===== src/inc/sdl_consts.svh =====
// Constants for the serial converter word loader: frame sizes, field positions,
// switch widths and link timing. Assumes a 250 MHz system clock on both ends.
//
// Function
// - Frame begins only on frame select falling
// - Wide: falling shift edges fill 24-bit register
// - Wide: 24th falling edge captures and executes
// - Host holds select high 12 ns between frames
// - Host may idle select low, pulse high
// - Narrow: 16th falling edge captures and executes
// - Wide: bits 17:16 mode, 15:0 code
// - Narrow: bits 15:14 mode, 13:0 code
// - Wide modes: normal, tristate, 100k, 1k
// - Narrow has three modes only
// - Narrow select 11 is reset, not mode
// - Host keeps select low for whole frame
// - Early select rise discards frame, nothing changes
// - Power-up preset zero or midscale until write
// - All-ones frame is software reset
// - Software reset cannot be aborted once started
// - Code is straight binary, full scale all ones
// - Top 4 bits to 15 segments, 12 ladder
// - Power-down frame also loads its code field
// - Frames travel most significant bit first
`ifndef SDL_CONSTS_SVH
`define SDL_CONSTS_SVH

`define SDL_WIDE_FRAME_W 24
`define SDL_NARROW_FRAME_W 16
`define SDL_WIDE_CODE_W 16
`define SDL_NARROW_CODE_W 14
`define SDL_CODE_BUS_W 16
`define SDL_SEG_W 15
`define SDL_LADDER_W 12
`define SDL_SEG_MSB_W 4
`define SDL_PD_W 2
`define SDL_CLK_PERIOD_NS 4
`define SDL_SYNC_HIGH_NS 12
`define SDL_SYNC_HIGH_CYC ((`SDL_SYNC_HIGH_NS + `SDL_CLK_PERIOD_NS - 1) / `SDL_CLK_PERIOD_NS)
`define SDL_HALF_CYC_DEF 16

`endif


===== src/inc/sdl_pkg.sv =====
// Types shared by both ends of the serial converter word loader.
// Assumes nothing beyond a SystemVerilog compiler.
`default_nettype none
package sdl_pkg;
    // Output stage mode held by the device
    typedef enum logic [1:0] {
        SDL_MODE_NORMAL = 2'h0,
        SDL_MODE_TRISTATE = 2'h1,
        SDL_MODE_PD_100K = 2'h2,
        SDL_MODE_PD_1K = 2'h3
    } sdl_mode_t;

    // Device receive states, Gray along idle-shift-done
    typedef enum logic [1:0] {
        SDL_DEV_IDLE = 2'h0,
        SDL_DEV_SHIFT = 2'h1,
        SDL_DEV_DONE = 2'h3
    } sdl_dev_state_t;

    // Host transmit states, Gray along idle-pre-lead-high-low-gap
    typedef enum logic [2:0] {
        SDL_HST_IDLE = 3'h0,
        SDL_HST_PRE = 3'h1,
        SDL_HST_LEAD = 3'h3,
        SDL_HST_HIGH = 3'h2,
        SDL_HST_LOW = 3'h6,
        SDL_HST_GAP = 3'h7
    } sdl_hst_state_t;
endpackage
`default_nettype wire


===== src/inc/sdl_if.sv =====
// Three-wire serial link between host and converter device.
// Assumes the host drives every wire; the device only listens.
`default_nettype none
interface sdl_if;
    logic sync_n; // Frame select, active low
    logic sclk; // Shift clock, sampled on falling edges
    logic din; // Serial data, MSB first

    // Converter end
    modport dev (
        input sync_n,
        input sclk,
        input din
    );

    // Controller end
    modport host (
        output sync_n,
        output sclk,
        output din
    );
endinterface
`default_nettype wire


===== src/rtl/sdl_segdec.sv =====
// Registered decode of the converter code into segment and ladder switch controls.
// Assumes a code already left-aligned to 16 bits by the caller.
`default_nettype none
`include "sdl_consts.svh"
module sdl_segdec #(
    parameter logic [`SDL_CODE_BUS_W-1:0] RESET_CODE = 16'h0000
) (
    input wire logic clk, // System clock
    input wire logic rst, // Asynchronous reset, active high
    input wire logic [`SDL_CODE_BUS_W-1:0] code, // Left-aligned converter code
    output logic [`SDL_SEG_W-1:0] seg, // Thermometer segment controls
    output logic [`SDL_LADDER_W-1:0] ladder // Ladder switch controls
);
    // Thermometer: segment i closes when the top nibble exceeds i
    function automatic logic [`SDL_SEG_W-1:0] thermo(input logic [`SDL_SEG_MSB_W-1:0] msb);
        logic [`SDL_SEG_W-1:0] t;
        t = '0;
        for (int i = 0; i < `SDL_SEG_W; i++) begin
            t[i] = (32'(msb) > i);
        end
        return t;
    endfunction

    localparam logic [`SDL_SEG_W-1:0] SEG_RST =
        thermo(RESET_CODE[`SDL_CODE_BUS_W-1 -: `SDL_SEG_MSB_W]);
    localparam logic [`SDL_LADDER_W-1:0] LAD_RST = RESET_CODE[`SDL_LADDER_W-1:0];

    wire logic [`SDL_SEG_W-1:0] next_seg = thermo(code[`SDL_CODE_BUS_W-1 -: `SDL_SEG_MSB_W]);

    // Register the decode so switch controls never glitch
    always_ff @(posedge clk or posedge rst) begin
        if (rst) begin
            seg <= SEG_RST;
            ladder <= LAD_RST;
        end else begin
            seg <= next_seg;
            ladder <= code[`SDL_LADDER_W-1:0];
        end
    end
endmodule
`default_nettype wire


===== src/rtl/sdl_device.sv =====
// Converter end of the serial word loader: receives frames, holds the code and mode.
// Assumes the link pins are asynchronous to clk and a shift clock slower than clk / 6.
`default_nettype none
`include "sdl_consts.svh"
module sdl_device #(
    parameter bit WIDE = 1'b1, // 1: 24-bit frame, 16-bit code; 0: 16-bit frame, 14-bit code
    parameter bit MIDSCALE = 1'b0 // Power-up preset: 1 midscale, 0 zero scale
) (
    input wire logic clk, // System clock, 250 MHz
    input wire logic rst, // Asynchronous reset, active high
    sdl_if.dev link, // Serial link from the host
    output logic [`SDL_CODE_BUS_W-1:0] dac_code, // Converter register, right aligned
    output sdl_pkg::sdl_mode_t pwrdn_mode, // Output stage mode
    output logic [`SDL_SEG_W-1:0] seg_ctrl, // Segment switch controls
    output logic [`SDL_LADDER_W-1:0] ladder_ctrl, // Ladder switch controls
    output logic update_pulse, // One cycle: frame executed as update
    output logic swreset_pulse, // One cycle: software reset executed
    output logic abort_pulse, // One cycle: frame discarded by early select rise
    output logic busy // Frame in progress
);
    localparam int FRAME_W = WIDE ? `SDL_WIDE_FRAME_W : `SDL_NARROW_FRAME_W;
    localparam int CODE_W = WIDE ? `SDL_WIDE_CODE_W : `SDL_NARROW_CODE_W;
    localparam int CNT_W = $clog2(FRAME_W);
    localparam logic [CNT_W-1:0] LAST_BIT = CNT_W'(FRAME_W - 1);
    // Preset codes, straight binary
    localparam logic [`SDL_CODE_BUS_W-1:0] MID_CODE = `SDL_CODE_BUS_W'(1) << (CODE_W - 1);
    localparam logic [`SDL_CODE_BUS_W-1:0] PRESET = MIDSCALE ? MID_CODE : '0;
    // Left-aligned preset for the decoder
    localparam logic [`SDL_CODE_BUS_W-1:0] PRESET_AL = PRESET << (`SDL_CODE_BUS_W - CODE_W);

    // Synchronisers: stage 1 only feeds stage 2
    logic sync_s1, sync_s2, sync_s3; // Frame select chain plus edge history
    logic sclk_s1, sclk_s2, sclk_s3; // Shift clock chain plus edge history
    logic din_s1, din_s2; // Data chain, aligned with stage 2 of the clocks

    // Receive state
    sdl_pkg::sdl_dev_state_t state; // Receive state
    sdl_pkg::sdl_dev_state_t next_state; // Next receive state
    logic [FRAME_W-1:0] shreg; // Input shift register
    logic [CNT_W-1:0] bit_cnt; // Falling edges taken in this frame

    // Two flops on every pin before any logic reads it
    always_ff @(posedge clk or posedge rst) begin
        if (rst) begin
            sync_s1 <= 1'b1;
            sync_s2 <= 1'b1;
            sync_s3 <= 1'b1;
            sclk_s1 <= 1'b1;
            sclk_s2 <= 1'b1;
            sclk_s3 <= 1'b1;
            din_s1 <= 1'b0;
            din_s2 <= 1'b0;
        end else begin
            sync_s1 <= link.sync_n;
            sync_s2 <= sync_s1;
            sync_s3 <= sync_s2;
            sclk_s1 <= link.sclk;
            sclk_s2 <= sclk_s1;
            sclk_s3 <= sclk_s2;
            din_s1 <= link.din;
            din_s2 <= din_s1;
        end
    end

    // Edge detection on the settled copies only
    wire logic sync_fall = sync_s3 & ~sync_s2; // Start of a frame
    wire logic sync_high = sync_s2; // Select released
    wire logic sclk_fall = sclk_s3 & ~sclk_s2; // Sampling edge

    // Word as it stands after the current edge, MSB shifted in first
    wire logic [FRAME_W-1:0] word_next = {shreg[FRAME_W-2:0], din_s2};
    wire logic last_edge = sclk_fall && (bit_cnt == LAST_BIT);

    // Field split: mode bits sit just above the code
    wire logic [`SDL_PD_W-1:0] frame_pd = word_next[CODE_W +: `SDL_PD_W];
    wire logic [CODE_W-1:0] frame_code = word_next[CODE_W-1:0];
    wire logic pwrdn_select_hi = frame_pd[1]; // Upper select bit
    wire logic pwrdn_select_lo = frame_pd[0]; // Lower select bit
    // Top bits of a wide frame count only toward the reset pattern
    wire logic all_ones = &word_next;
    // Narrow part: select 11 belongs to the reset pattern, never a mode
    wire logic narrow_rsvd = !WIDE && pwrdn_select_hi && pwrdn_select_lo;

    // What the final edge does
    wire logic exec = (state == sdl_pkg::SDL_DEV_SHIFT) && !sync_high && last_edge;
    wire logic do_swreset = exec && all_ones;
    wire logic do_update = exec && !all_ones && !narrow_rsvd;
    // Abort only before the final edge; reset command runs to completion
    wire logic do_abort = (state == sdl_pkg::SDL_DEV_SHIFT) && sync_high;

    // Next state of the receiver
    always_comb begin
        next_state = state;
        case (state)
            sdl_pkg::SDL_DEV_IDLE: begin
                // Only a fresh falling select starts a frame
                if (sync_fall) begin
                    next_state = sdl_pkg::SDL_DEV_SHIFT;
                end
            end
            sdl_pkg::SDL_DEV_SHIFT: begin
                if (sync_high) begin
                    next_state = sdl_pkg::SDL_DEV_IDLE;
                end else if (last_edge) begin
                    next_state = sdl_pkg::SDL_DEV_DONE;
                end
            end
            sdl_pkg::SDL_DEV_DONE: begin
                // Further edges are ignored until select goes high
                if (sync_high) begin
                    next_state = sdl_pkg::SDL_DEV_IDLE;
                end
            end
            default: begin
                next_state = sdl_pkg::SDL_DEV_IDLE;
            end
        endcase
    end

    // State register
    always_ff @(posedge clk or posedge rst) begin
        if (rst) begin
            state <= sdl_pkg::SDL_DEV_IDLE;
        end else begin
            state <= next_state;
        end
    end

    // Shift register and edge count; cleared at start and on abort
    always_ff @(posedge clk or posedge rst) begin
        if (rst) begin
            shreg <= '0;
            bit_cnt <= '0;
        end else if (state != sdl_pkg::SDL_DEV_SHIFT || sync_high) begin
            shreg <= '0;
            bit_cnt <= '0;
        end else if (sclk_fall) begin
            shreg <= word_next;
            bit_cnt <= bit_cnt + CNT_W'(1);
        end
    end

    // Converter register and mode; a power-down frame still loads its code
    always_ff @(posedge clk or posedge rst) begin
        if (rst) begin
            dac_code <= PRESET;
            pwrdn_mode <= sdl_pkg::SDL_MODE_NORMAL;
        end else if (do_swreset) begin
            // Software reset returns to the power-up state
            dac_code <= PRESET;
            pwrdn_mode <= sdl_pkg::SDL_MODE_NORMAL;
        end else if (do_update) begin
            dac_code <= `SDL_CODE_BUS_W'(frame_code);
            pwrdn_mode <= sdl_pkg::sdl_mode_t'(frame_pd);
        end
    end

    // Event strobes and busy flag
    always_ff @(posedge clk or posedge rst) begin
        if (rst) begin
            update_pulse <= 1'b0;
            swreset_pulse <= 1'b0;
            abort_pulse <= 1'b0;
            busy <= 1'b0;
        end else begin
            update_pulse <= do_update;
            swreset_pulse <= do_swreset;
            abort_pulse <= do_abort;
            busy <= (next_state == sdl_pkg::SDL_DEV_SHIFT);
        end
    end

    // Decoder sees the code left-aligned so its top nibble drives the segments
    wire logic [`SDL_CODE_BUS_W-1:0] code_al = dac_code << (`SDL_CODE_BUS_W - CODE_W);

    sdl_segdec #(
        .RESET_CODE(PRESET_AL)
    ) u_segdec (
        .clk(clk),
        .rst(rst),
        .code(code_al),
        .seg(seg_ctrl),
        .ladder(ladder_ctrl)
    );
endmodule
`default_nettype wire


===== src/flat_wrapper.sv =====
// flat-port wrapper written by rule: the top's interface ports become plain ports
module sdl_device_flat 
#(
    parameter bit WIDE = 1'b1,                                                              
    parameter bit MIDSCALE = 1'b0                                             
)
  (clk, rst, dac_code, pwrdn_mode, seg_ctrl, ladder_ctrl, update_pulse, swreset_pulse, abort_pulse, busy, link_sync_n, link_sclk, link_din);
  sdl_if link_i ();
  input wire logic clk;
  input wire logic rst;
  output logic [`SDL_CODE_BUS_W-1:0] dac_code;
  output sdl_pkg::sdl_mode_t pwrdn_mode;
  output logic [`SDL_SEG_W-1:0] seg_ctrl;
  output logic [`SDL_LADDER_W-1:0] ladder_ctrl;
  output logic update_pulse;
  output logic swreset_pulse;
  output logic abort_pulse;
  output logic busy;
  input wire logic [$bits(link_i.sync_n)-1:0] link_sync_n;
  input wire logic [$bits(link_i.sclk)-1:0] link_sclk;
  input wire logic [$bits(link_i.din)-1:0] link_din;
  assign link_i.sync_n = link_sync_n;
  assign link_i.sclk = link_sclk;
  assign link_i.din = link_din;
  sdl_device #(.WIDE(WIDE), .MIDSCALE(MIDSCALE)) u_core (.clk(clk), .rst(rst), .link(link_i), .dac_code(dac_code), .pwrdn_mode(pwrdn_mode), .seg_ctrl(seg_ctrl), .ladder_ctrl(ladder_ctrl), .update_pulse(update_pulse), .swreset_pulse(swreset_pulse), .abort_pulse(abort_pulse), .busy(busy));
endmodule

===== config.mk =====
export PLATFORM = sky130hd
export DESIGN_NAME = sdl_device_flat
export DESIGN_NICKNAME = d
export VERILOG_FILES = /design/src/inc/sdl_pkg.sv /design/src/inc/sdl_if.sv /design/src/rtl/sdl_segdec.sv /design/src/rtl/sdl_device.sv /design/src/flat_wrapper.sv
export VERILOG_INCLUDE_DIRS = /design/src /design/src/inc
export SDC_FILE = /design/constraint.sdc
export NUM_CORES = 1
export LEC_CHECK = 0
export BUFFER_PORTS_ARGS = -buffer_cell sky130_fd_sc_hd__clkbuf_2
export CORE_ASPECT_RATIO = 0.9
export CORE_UTILIZATION = 59
export DETAILED_ROUTE_END_ITERATION = 12
export PLACE_DENSITY = 0.83
export SETUP_SLACK_MARGIN = 0.5
export SLEW_MARGIN = 20
export SYNTH_ARGS = -nofsm -noshare
export SYNTH_HDL_FRONTEND = slang
export SYNTH_SLANG_ARGS = --single-unit

===== constraint.sdc =====
create_clock -name clk -period 4.1 [get_ports clk]
set_input_delay 0.41 -clock clk [delete_from_list [all_inputs] [get_ports clk]]
set_output_delay 0.41 -clock clk [all_outputs]
set_load 0.01 [all_outputs]

==> impl_metrics.env, run 1 <==
export IMPL_coreArea_um2=4985
export IMPL_fin_crit_sh_pct=58.33
export IMPL_area_growth_pct=15.65
export IMPL_final_common_cell="nand2_1"
export IMPL_ys_warn_count=0
export IMPL_vias=2186
export IMPL_cts_root_buf="clkbuf_8"
export IMPL_die_w_um=79.12
export IMPL_synth_edff_count=0
export IMPL_leakagePower_nw=1.780
export IMPL_grt_pass1_vias=2057
export IMPL_cts_made_buffers=9
export IMPL_hpwl_mm=3.762
export IMPL_slowest_delay_ns=0.97
export IMPL_power_w=0.001540
export IMPL_hold_path_class="in -> reg"
export IMPL_cts_resized=0
export IMPL_cp_cell_sequence="nand2b_1, nor4_4, nand2_1, o21ai_0"
export IMPL_drive_gt1_share_pct=23.68
export IMPL_num_antenna_cells=0
export IMPL_track_usage_pct=23.06
export IMPL_synth_fp_nets=296
export IMPL_worstPathMaxFanout=27
export IMPL_firstDrtPassIters=4
export IMPL_dieArea_um2=5650
export IMPL_crit_buf_inv=0
export IMPL_tns_ns=0
export IMPL_drv_cap=0
export IMPL_dpl_instance_area_um2=3435
export IMPL_slew_headroom_pct=35.49
export IMPL_io_pins=54
export IMPL_async_reset_ff_share_pct=100.0
export IMPL_synth_flop_cell="dfrtp_1"
export IMPL_hold_violations=0
export IMPL_final_area_um2=3652
export IMPL_worst_setup_path_type="reg -> reg"
export IMPL_crit_path_end_kind="flop"
export IMPL_initial_utilization_pct=63.35
export IMPL_layout_nets=344
export IMPL_avgViaCountPerCell=5.371
export IMPL_antenna_found_initial=0
export IMPL_worst_ep_arrival_time_ns=2.65
export IMPL_detail_route_antenna_nets=0
export IMPL_reg2reg_to="u_core.dac_code[11]$_DFFE_PP0P_"
export IMPL_routedWlPerCell_um=13.96
export IMPL_post_cts_buffers=0
export IMPL_hold_depth=1
export IMPL_grt_overflow_total=0
export IMPL_crit_path_top_delay_cell="nor4_4"
export IMPL_grt_max_degree=60
export IMPL_synthDistinctLibCells=31
export IMPL_die_y_um=71.41
export IMPL_start_kind="flop"
export IMPL_path_delay_family="simple AND/OR/NAND/NOR gates"
export IMPL_reg2reg_depth=4
export IMPL_finalClockSkew_ns=0.009358
export IMPL_final_cell_mix="nand2_1, dfrtp_1, clkbuf_2"
export IMPL_routed_wl_mm=5.682
export IMPL_rows=24
export IMPL_ys_seq_area_share_pct=69.18
export IMPL_critPathRequiredTime_ns=4.36
export IMPL_hold_end="u_core.sync_s1$_DFF_PP1_"
export IMPL_port_buffers=53
export IMPL_clock_sinks=87
export IMPL_fin_cells=407
export IMPL_rsz0062_at_grt="false"
export IMPL_drc=0
export IMPL_power_density_nw_per_um2=421.5
export IMPL_place_congestion=0.7932
export IMPL_insertion_delay_ns=0.35
export IMPL_detail_route_iter0_violations=131
export IMPL_placedCellCount=392
export IMPL_cts_tree="done"
export IMPL_outcome="complete, no violations"
export IMPL_syn_inst=290
export IMPL_holdBufCountCts=0
export IMPL_vdd_ir_drop_max_uv=296.4
export IMPL_grt_pass1_wl_mm=9.729
export IMPL_avgSynthCellArea_um2=10.89
export IMPL_cts_htree_levels=3
export IMPL_clockBufferDepth=2
export IMPL_nFillCells=338
export IMPL_finalCriticalPeriod_ns=2.392
export IMPL_r2r_setup_slack_ns=1.71
export IMPL_worstMarginPinSlew_ns=0.9677
export IMPL_clkTransAtPathRegs_ns=0.08
export IMPL_slew_viol_final=0
export IMPL_hold_path_startpoint="link_sync_n"
export IMPL_max_freq_ghz=0.4181
export IMPL_synth_seq_cells=87
export IMPL_worstReg2RegStart="u_core.sclk_s3$_DFF_PP1_"
export IMPL_setup_viol=0
export IMPL_syn_area_um2=3158
-- layout make-up --
class                   instances  area, um^2  share of cell area, %
clock inverters                 6       93.84                  2.569
clock buffers                   9       123.9                  3.392
inverters                       4       16.27                 0.4454
repair buffers                 55       280.3                  7.674
flip-flops and latches         87        2185                  59.82
well taps                      65       81.33                  2.227
multi-input cells             181       872.1                  23.88
-- sequential cells by signal (all words and copies together) (netlist names) --
signal                  flops
u_core.din_s2               1
u_core.shreg               23
u_core.sclk_s2              1
u_core.u_segdec.ladder     12
u_core.bit_cnt              5
u_core.u_segdec.seg        15
u_core.busy                 1
u_core.sync_s3              1
u_core.sclk_s3              1
u_core.sync_s1              1
u_core.abort_pulse          1
u_core.update_pulse         1
u_core.swreset_pulse        1
u_core.din_s1               1
u_core.state                2
u_core.dac_code            16
u_core.sync_high            1
u_core.sclk_s1              1
u_core.pwrdn_mode           2
-- worst max-delay path by stage --
stage | to | depth (start not counted) | slack, ns | startpoint
floorplan | u_core.abort_pulse$_DFF_PP0_ | 1 | 1.45 | rst
global placement | u_core.dac_code[0]$_DFFE_PP0P_ | 4 | 1.83 | u_core.sclk_s3$_DFF_PP1_
detailed placement | u_core.dac_code[15]$_DFFE_PP0P_ | 4 | 1.71 | u_core.sclk_s3$_DFF_PP1_
CTS | u_core.dac_code[15]$_DFFE_PP0P_ | 4 | 1.70 | u_core.sclk_s3$_DFF_PP1_
global route | u_core.dac_code[15]$_DFFE_PP0P_ | 4 | 1.44 | u_core.sclk_s3$_DFF_PP1_
finish | u_core.dac_code[11]$_DFFE_PP0P_ | 4 | 1.71 | u_core.sclk_s3$_DFF_PP1_
-- through the flow --
| step | hold slack (ns) | setup WS, ns | util [%] |
|---|---|---|---|
| after CTS | 0.1244 | 1.696 | 73.27 |
| final | 0.1392 | 1.708 | 73.27 |
| after detailed placement | 0.3389 | 1.709 | 68.90 |
| after global placement | 0.3346 | 1.830 | 68.90 |
| after global routing | 0.1166 | 1.444 | 73.27 |
| after floorplan | 0.3312 | 1.450 | - |
-- cells in the mapped netlist, types with 2 or more instances --
master / instances / area (um^2)
xor2_1: 3 / 26.28
nand2_1: 90 / 337.8
inv_1: 4 / 15.01
o21ai_0: 10 / 50.05
dfstp_2: 6 / 157.7
and3_1: 3 / 18.77
clkbuf_1: 15 / 56.30
o21ai_1: 9 / 45.04
nor2_1: 13 / 48.80
nand4_1: 8 / 50.05
dfrtp_1: 81 / 2027
o21a_1: 2 / 15.01
buf_6: 2 / 22.52
nand2b_1: 3 / 18.77
a21oi_1: 25 / 125.1
-- power breakdown --
| group | internal, W | switching, W |
|---|---|---|
| Sequential | 0.000866 | 0.00000429 |
| Clock | 0.000343 | 0.000288 |
| Combinational | 0.00000694 | 0.0000305 |
| Total | 0.00122 | 0.000323 |
-- logic make-up after synthesis --
group | synth area share (%)
adders and majority gates | 0.3961
DFF | 69.18
buffers and inverters | 3.209
xor gates and xnor gates | 1.110
AOI/OAI and AO/OA | 8.518
and+or+nand+nor | 17.59
-- layer usage --
metal / GRT usage [%] / routed length, um / share of wire (%)
met1: 31.15 / 2587 / 46
met2: 35.54 / 2720 / 48
met3: 7.389 / 287 / 5.1
met4: 8.485 / 87 / 1.5
met5: 0 / 0 / 0
Note: power is estimated with default switching activity, not from simulation.
==> run 2, diff against run 1 <==
- CORE_UTILIZATION: 59 -> 49
- PLACE_DENSITY: 0.83 -> 0.74
- clock period: 4.1 -> 2 ns (I/O delays scaled with it)
==> run 2 against run 1 <==
Effect of this change:
- register-to-register slack worse by 1.4 ns
- utilization down 9.1 points
- flip-flop and latch count unchanged
- count of clock-buffer cells in the layout unchanged
- clock power up 110%
- final cell count up 11%
- sequential share of layout area down 4.7 points
- critical path depth unchanged
- clock skew down 0.0033 ns
- worst setup slack worse by 1.4 ns
- largest cell class unchanged
==> impl_metrics.env, run 2 (synthesized netlist as in run 1, its figures left out) <==
export IMPL_worstReg2RegStart="u_core.sync_high$_DFF_PP1_"
export IMPL_hold_violations=0
export IMPL_die_w_um=86.63
export IMPL_p_sw_w=0.0007033
export IMPL_hold_path_class="reg -> reg"
export IMPL_regMostFlops="u_core.shreg"
export IMPL_crit_path_end_kind="flop"
export IMPL_worstMarginPinSlew_ns=0.5777
export IMPL_slew_headroom_pct=61.41
export IMPL_p_int_w=0.002518
export IMPL_vdd_ir_drop_max_uv=456.4
export IMPL_seq_power_share_pct=55.4
export IMPL_rows=27
export IMPL_drv_cap=0
export IMPL_cts_root_buf="clkbuf_8"
export IMPL_area_growth_pct=25.55
export IMPL_grt_max_degree=46
export IMPL_place_congestion=0.7464
export IMPL_max_freq_ghz=0.6054
export IMPL_initial_utilization_pct=51.08
export IMPL_cp_startpoint="u_core.sync_high$_DFF_PP1_"
export IMPL_antenna_found_initial=0
export IMPL_insertion_delay_ns=0.36
export IMPL_grt_pass1_wl_mm=10.20
export IMPL_reg2reg_to="u_core.dac_code[5]$_DFFE_PP0P_"
export IMPL_worst_setup_path_type="reg -> reg"
export IMPL_clockBufferDepth=2
export IMPL_cts_made_buffers=9
export IMPL_fin_crit_sh_pct=82.58
export IMPL_pwr_share_comb_pct=3.4
export IMPL_drc=0
export IMPL_coreArea_um2=6182
export IMPL_switching_share_pct=21.83
export IMPL_clkTransAtPathRegs_ns=0.08
export IMPL_io_pins=54
export IMPL_grt_overflow_total=0
export IMPL_setup_viol=0
export IMPL_outcome="complete, no violations"
export IMPL_reg2reg_depth=4
export IMPL_crit_end="u_core.dac_code[5]$_DFFE_PP0P_"
export IMPL_power_density_nw_per_um2=812.3
export IMPL_start_kind="flop"
export IMPL_die_y_um=78.16
export IMPL_reg_top3="u_core.shreg: 23 flops, u_core.dac_code: 16 flops, u_core.u_segdec.seg: 15 flops"
export IMPL_routed_wl_mm=6.208
export IMPL_leakagePower_nw=1.912
export IMPL_cts_tree="done"
export IMPL_pwr_share_clk_pct=41.2
export IMPL_drive_gt1_share_pct=31.40
export IMPL_num_antenna_cells=0
export IMPL_detail_route_antenna_nets=0
export IMPL_grt_pass1_vias=2104
export IMPL_final_common_cell="nand2_1"
export IMPL_fin_cells=450
export IMPL_track_usage_pct=20.24
export IMPL_critPathRequiredTime_ns=2.25
export IMPL_avgViaCountPerCell=5.089
export IMPL_slew_viol_final=0
export IMPL_r2r_setup_slack_ns=0.35
export IMPL_routedWlPerCell_um=13.80
export IMPL_clock_sinks=87
export IMPL_placedCellCount=420
export IMPL_finalCriticalPeriod_ns=1.652
export IMPL_finalClockSkew_ns=0.006014
export IMPL_detail_route_iter0_violations=172
export IMPL_largest_reg_flops=23
export IMPL_dieArea_um2=6771
export IMPL_cts_htree_levels=3
export IMPL_port_buffers=53
export IMPL_hpwl_mm=3.596
export IMPL_worstPathMaxFanout=6
export IMPL_rsz0062_at_grt="true"
export IMPL_tns_ns=0
export IMPL_final_cell_mix="nand2_1, dfrtp_1, clkbuf_2"
export IMPL_vias=2290
export IMPL_firstDrtPassIters=4
export IMPL_worst_ep_arrival_time_ns=1.90
export IMPL_layout_nets=365
-- run 2: changes by cell type in the layout (fill, tap and decap cells not counted), moves of 2 or more --
cell / change
o21ai_0: -9
buf_4: +8
nand2_1: -8
nand2_2: +7
buf_6: +5
o21ai_1: +9
a21oi_2: +3
dlygate4sd3_1: +4
or4_4: +3
nand2b_1: -2
a21oi_1: -3
-- run 2: layer usage --
| layer | GRT usage, % | wire length (um) | vias to the layer above |
|---|---|---|---|
| li1 | - | - | 1094 |
| met1 | 27.36 | 2826 | 1107 |
| met2 | 30.32 | 2914 | 79 |
| met3 | 7.571 | 364 | 10 |
| met4 | 6.667 | 103 | 0 |
| met5 | 0 | 0 | - |
-- run 2: worst max-delay path, stage by stage (launching register included) --
cell     delay (ns)
dfstp_2        0.38
or3b_4         0.45
or4_4          0.56
nand2_1        0.10
o21ai_1        0.06
-- run 2: stage by stage --
step	area [um^2]	hold slack, ns	setup WS [ns]	total power, W	utilization (%)
2_1_floorplan	3172	0.2045	0.2869	0.001877	-
3_3_place_gp	3522	0.2663	0.2984	0.001907	56.97
3_5_place_dp	3522	0.2726	0.2558	0.001909	56.97
4_1_cts	3885	0.3544	0.3567	0.003247	62.84
5_1_grt	3965	0.3619	0.3005	0.003335	64.14
6_report	3965	0.3520	0.3483	0.003221	64.14
-- run 2: what timing repair did --
action                     4_1_cts  5_1_grt
cloned                           4        0
pin swaps                       19        3
gates resized for setup         11       19
hold buffers                     4        0
setup buffers                    6        1
setup endpoints to repair       37       42
hold endpoints to repair        28        0
-- run 2: final cells by class --
cell class	instances	area (um^2)
repair buffers	73	456.7
clock buffers	9	123.9
inverters	4	18.77
well taps	87	108.9
clock inverters	6	93.84
fillers	483	2217
multi-input cells	184	978.4
flip-flops and latches	87	2185
-- run 2: power by group through the flow --
stage	clock, W	combinational (W)	sequential (W)
2_1_floorplan	0	0.0000601	0.00182
3_3_place_gp	0	0.0000893	0.00182
3_5_place_dp	0	0.0000910	0.00182
4_1_cts	0.00136	0.000108	0.00178
5_1_grt	0.00142	0.000125	0.00179
6_report	0.00133	0.000110	0.00178
-- run 2: worst min path at each step --
stage / start / to / slack (ns) / cells past startpoint
detailed placement: rst / u_core.u_segdec.ladder[10]$_DFF_PP0_ / 0.27 / 2
CTS: u_core.din_s1$_DFF_PP0_ / u_core.din_s2$_DFF_PP0_ / 0.35 / 0
global placement: rst / u_core.u_segdec.ladder[10]$_DFF_PP0_ / 0.27 / 2
finish: u_core.din_s1$_DFF_PP0_ / u_core.din_s2$_DFF_PP0_ / 0.35 / 0
global route: u_core.sync_s1$_DFF_PP1_ / u_core.sync_high$_DFF_PP1_ / 0.36 / 0
floorplan: link_sclk / u_core.sclk_s1$_DFF_PP1_ / 0.20 / 0
==> run 3, diff against run 2 <==
- ABC_AREA: unset -> 1
- clock period: 2 -> 1.4 ns (I/O delays scaled with it)
==> run 3 against run 2 <==
Effect of this change:
- the run now ends with setup timing left
- global-route usage increased by 3.3 points
- hold slack about the same
- via count up 25%
- final cell count grew 17%
- worst setup slack lost 0.43 ns
- fmax is 11% higher
- register-to-register slack got worse by 0.43 ns
- critical path type unchanged
- highest routed layer unchanged
==> impl_metrics.env, run 3 <==
export IMPL_grt_max_degree=88
export IMPL_largest_reg_flops=23
export IMPL_ys_warn_count=0
export IMPL_routed_wl_mm=9.881
export IMPL_fin_crit_sh_pct=106.0
export IMPL_port_buffers=53
export IMPL_final_common_cell="dfrtp_1"
export IMPL_finalClockSkew_ns=0.01010
export IMPL_initial_utilization_pct=51.43
export IMPL_slew_headroom_pct=70.85
export IMPL_nFillCells=340
export IMPL_detail_route_antenna_nets=0
export IMPL_async_reset_ff_share_pct=100.0
export IMPL_drv_cap=0
export IMPL_syn_area_um2=3197
export IMPL_synth_edff_count=0
export IMPL_clockBufferDepth=2
export IMPL_detail_route_iter0_violations=343
export IMPL_crit_path_end_kind="flop"
export IMPL_hold_path_class="reg -> reg"
export IMPL_insertion_delay_ns=0.37
export IMPL_firstDrtPassIters=5
export IMPL_track_usage_pct=23.49
export IMPL_synth_area_leaders="dfrtp_1, nand2_1, dfstp_2"
export IMPL_yosys_top_cells_count="dfrtp_1, nand2_1, nor2_1, inv_1, nand3_1"
export IMPL_cts_root_buf="clkbuf_8"
export IMPL_syn_inst=305
export IMPL_antenna_found_initial=0
export IMPL_regMostFlops="u_core.shreg"
export IMPL_yosysTopAreaCellShare_pct=63.41
export IMPL_cts_htree_levels=3
export IMPL_start_kind="flop"
export IMPL_final_cell_mix="dfrtp_1, nand2_1, buf_4"
export IMPL_leakagePower_nw=2.550
export IMPL_cts_made_buffers=9
export IMPL_synthDistinctLibCells=23
export IMPL_die_y_um=78.63
export IMPL_worst_ep_arrival_time_ns=1.74
export IMPL_reg_top3="u_core.shreg: 23 flops, u_core.dac_code: 16 flops, u_core.u_segdec.seg: 15 flops"
export IMPL_violations="setup timing"
export IMPL_finalCriticalPeriod_ns=1.483
export IMPL_slew_viol_final=0
export IMPL_power_density_nw_per_um2=934.6
export IMPL_worstPathMaxFanout=18
export IMPL_avgSynthCellArea_um2=10.48
export IMPL_layout_nets=441
export IMPL_worst_setup_path_type="reg -> reg"
export IMPL_synth_flop_cell="dfrtp_1"
export IMPL_rsz0062_at_grt="true"
export IMPL_grt_pass1_vias=2536
export IMPL_coreArea_um2=6216
export IMPL_setup_viol=18
export IMPL_hpwl_mm=3.981
export IMPL_yosys_area_top_type="dfrtp_1"
export IMPL_grt_pass1_wl_mm=12.16
export IMPL_die_w_um=87.14
export IMPL_dieArea_um2=6851
export IMPL_yosysMostFrequentCell="dfrtp_1"
export IMPL_critPathRequiredTime_ns=1.66
export IMPL_place_congestion=0.8020
export IMPL_clock_sinks=87
export IMPL_setup_slack_ns=-0.08345
export IMPL_hold_violations=0
export IMPL_final_area_um2=4900
export IMPL_max_freq_ghz=0.6741
export IMPL_rows=27
export IMPL_drive_gt1_share_pct=51.82
export IMPL_synth_seq_cells=87
export IMPL_tns_ns=-0.6876
export IMPL_vdd_ir_drop_max_uv=599.6
export IMPL_dpl_instance_area_um2=3727
export IMPL_area_growth_pct=53.27
export IMPL_io_pins=54
export IMPL_drc=0
export IMPL_avgViaCountPerCell=5.450
export IMPL_synth_fp_nets=311
export IMPL_worstMarginPinSlew_ns=0.4373
export IMPL_vias=2872
export IMPL_routedWlPerCell_um=18.75
export IMPL_ys_seq_area_share_pct=68.34
export IMPL_cts_tree="done"
export IMPL_clkTransAtPathRegs_ns=0.09
export IMPL_outcome="complete, but fails checks"
export IMPL_grt_overflow_total=0
export IMPL_num_antenna_cells=0
## run 3: per-stage QoR
step / power, W / setup slack, ns / utilization, % / hold WS [ns] / instances
2_1_floorplan: 0.002754 / -0.05734 / - / 0.1445 / 305
3_3_place_gp: 0.002817 / 0.03451 / 59.96 / 0.2290 / 461
3_5_place_dp: 0.002822 / -0.01077 / 59.96 / 0.2297 / 461
4_1_cts: 0.004496 / 0.05499 / 71.30 / 0.3557 / 514
5_1_grt: 0.004741 / -0.1630 / 78.82 / 0.3637 / 527
6_report: 0.004579 / -0.08345 / 78.82 / 0.3522 / 527
## run 3: cell type report
class	count	area (um^2)	share of cell area (%)
Tap cell	87	108.9	2.222
Inverter	27	140.1	2.860
Clock inverter	6	53.80	1.098
Clock buffer	10	127.6	2.605
Timing Repair Buffer	130	1049	21.40
Multi-Input combinational cell	180	1234	25.18
Sequential cell	87	2187	44.64
## run 3: per-layer routing
metal  part of all wire [%]  wire length (um)  vias to the layer above  global-route usage, %
li1                       -                 -                     1239                      -
met1                     37              3698                     1428                  31.97
met2                     52              5141                      170                  36.30
met3                    7.7               764                       35                  7.045
met4                    2.8               277                        0                  7.377
met5                      0                 0                        -                      0
## run 3: critical path: stages, from the launching register on
cell	delay (ns)
dfrtp_1	0.41
nand2_1	0.09
nor2_1	0.19
nand2_1	0.09
nor2_2	0.17
nand2_4	0.19
nand3_1	0.16
nand2_1	0.07
## run 3: logic make-up (layout without fill, tap and decap cells)
kind of cell | Yosys count | count (layout) | synth area share [%]
flops | 87 | 87 | 68.34
buf+inv | 38 | 173 | 5.205
compound gates | 43 | 43 | 7.710
simple gates | 135 | 135 | 18.08
fa+ha+maj | 1 | 1 | 0.3913
xor+xnor | 1 | 1 | 0.2740
## run 3: path summary, 6_finish.rpt
kind / startpoint / slack, ns / endpoint / cells past startpoint
worst min register to register: u_core.din_s1$_DFF_PP0_ / 0.35 / u_core.din_s2$_DFF_PP0_ / 0
worst max-delay path: u_core.shreg[6]$_DFFE_PP0P_ / -0.08 / u_core.dac_code[10]$_DFFE_PP0P_ / 7
min in group asynchronous: rst / 0.44 / u_core.dac_code[8]$_DFFE_PP0P_ / 4
worst min-delay path: u_core.din_s1$_DFF_PP0_ / 0.35 / u_core.din_s2$_DFF_PP0_ / 0
max in group asynchronous: rst / 0.60 / u_core.sclk_s3$_DFF_PP1_ / 4
worst max register to register: u_core.shreg[6]$_DFFE_PP0P_ / -0.08 / u_core.dac_code[10]$_DFFE_PP0P_ / 7
## run 3: timing repair
| item | 4_1_cts | 5_1_grt |
|---|---|---|
| gates cloned | 4 | 0 |
| pin swaps | 9 | 28 |
| gates resized for setup | 69 | 147 |
| hold endpoints to repair | 84 | 0 |
| hold buffers | 4 | 0 |
| buffers inserted | 29 | 13 |
| endpoints found under the setup margin | 102 | 109 |
## run 3: power by group
part           total [W]  switching (W)  internal [W]  leakage, nW
Sequential       0.00258      0.0000265       0.00255         1.18
Clock            0.00163       0.000951      0.000676       0.0894
Combinational   0.000371       0.000221      0.000150         1.28
Total            0.00458        0.00120       0.00338         2.55
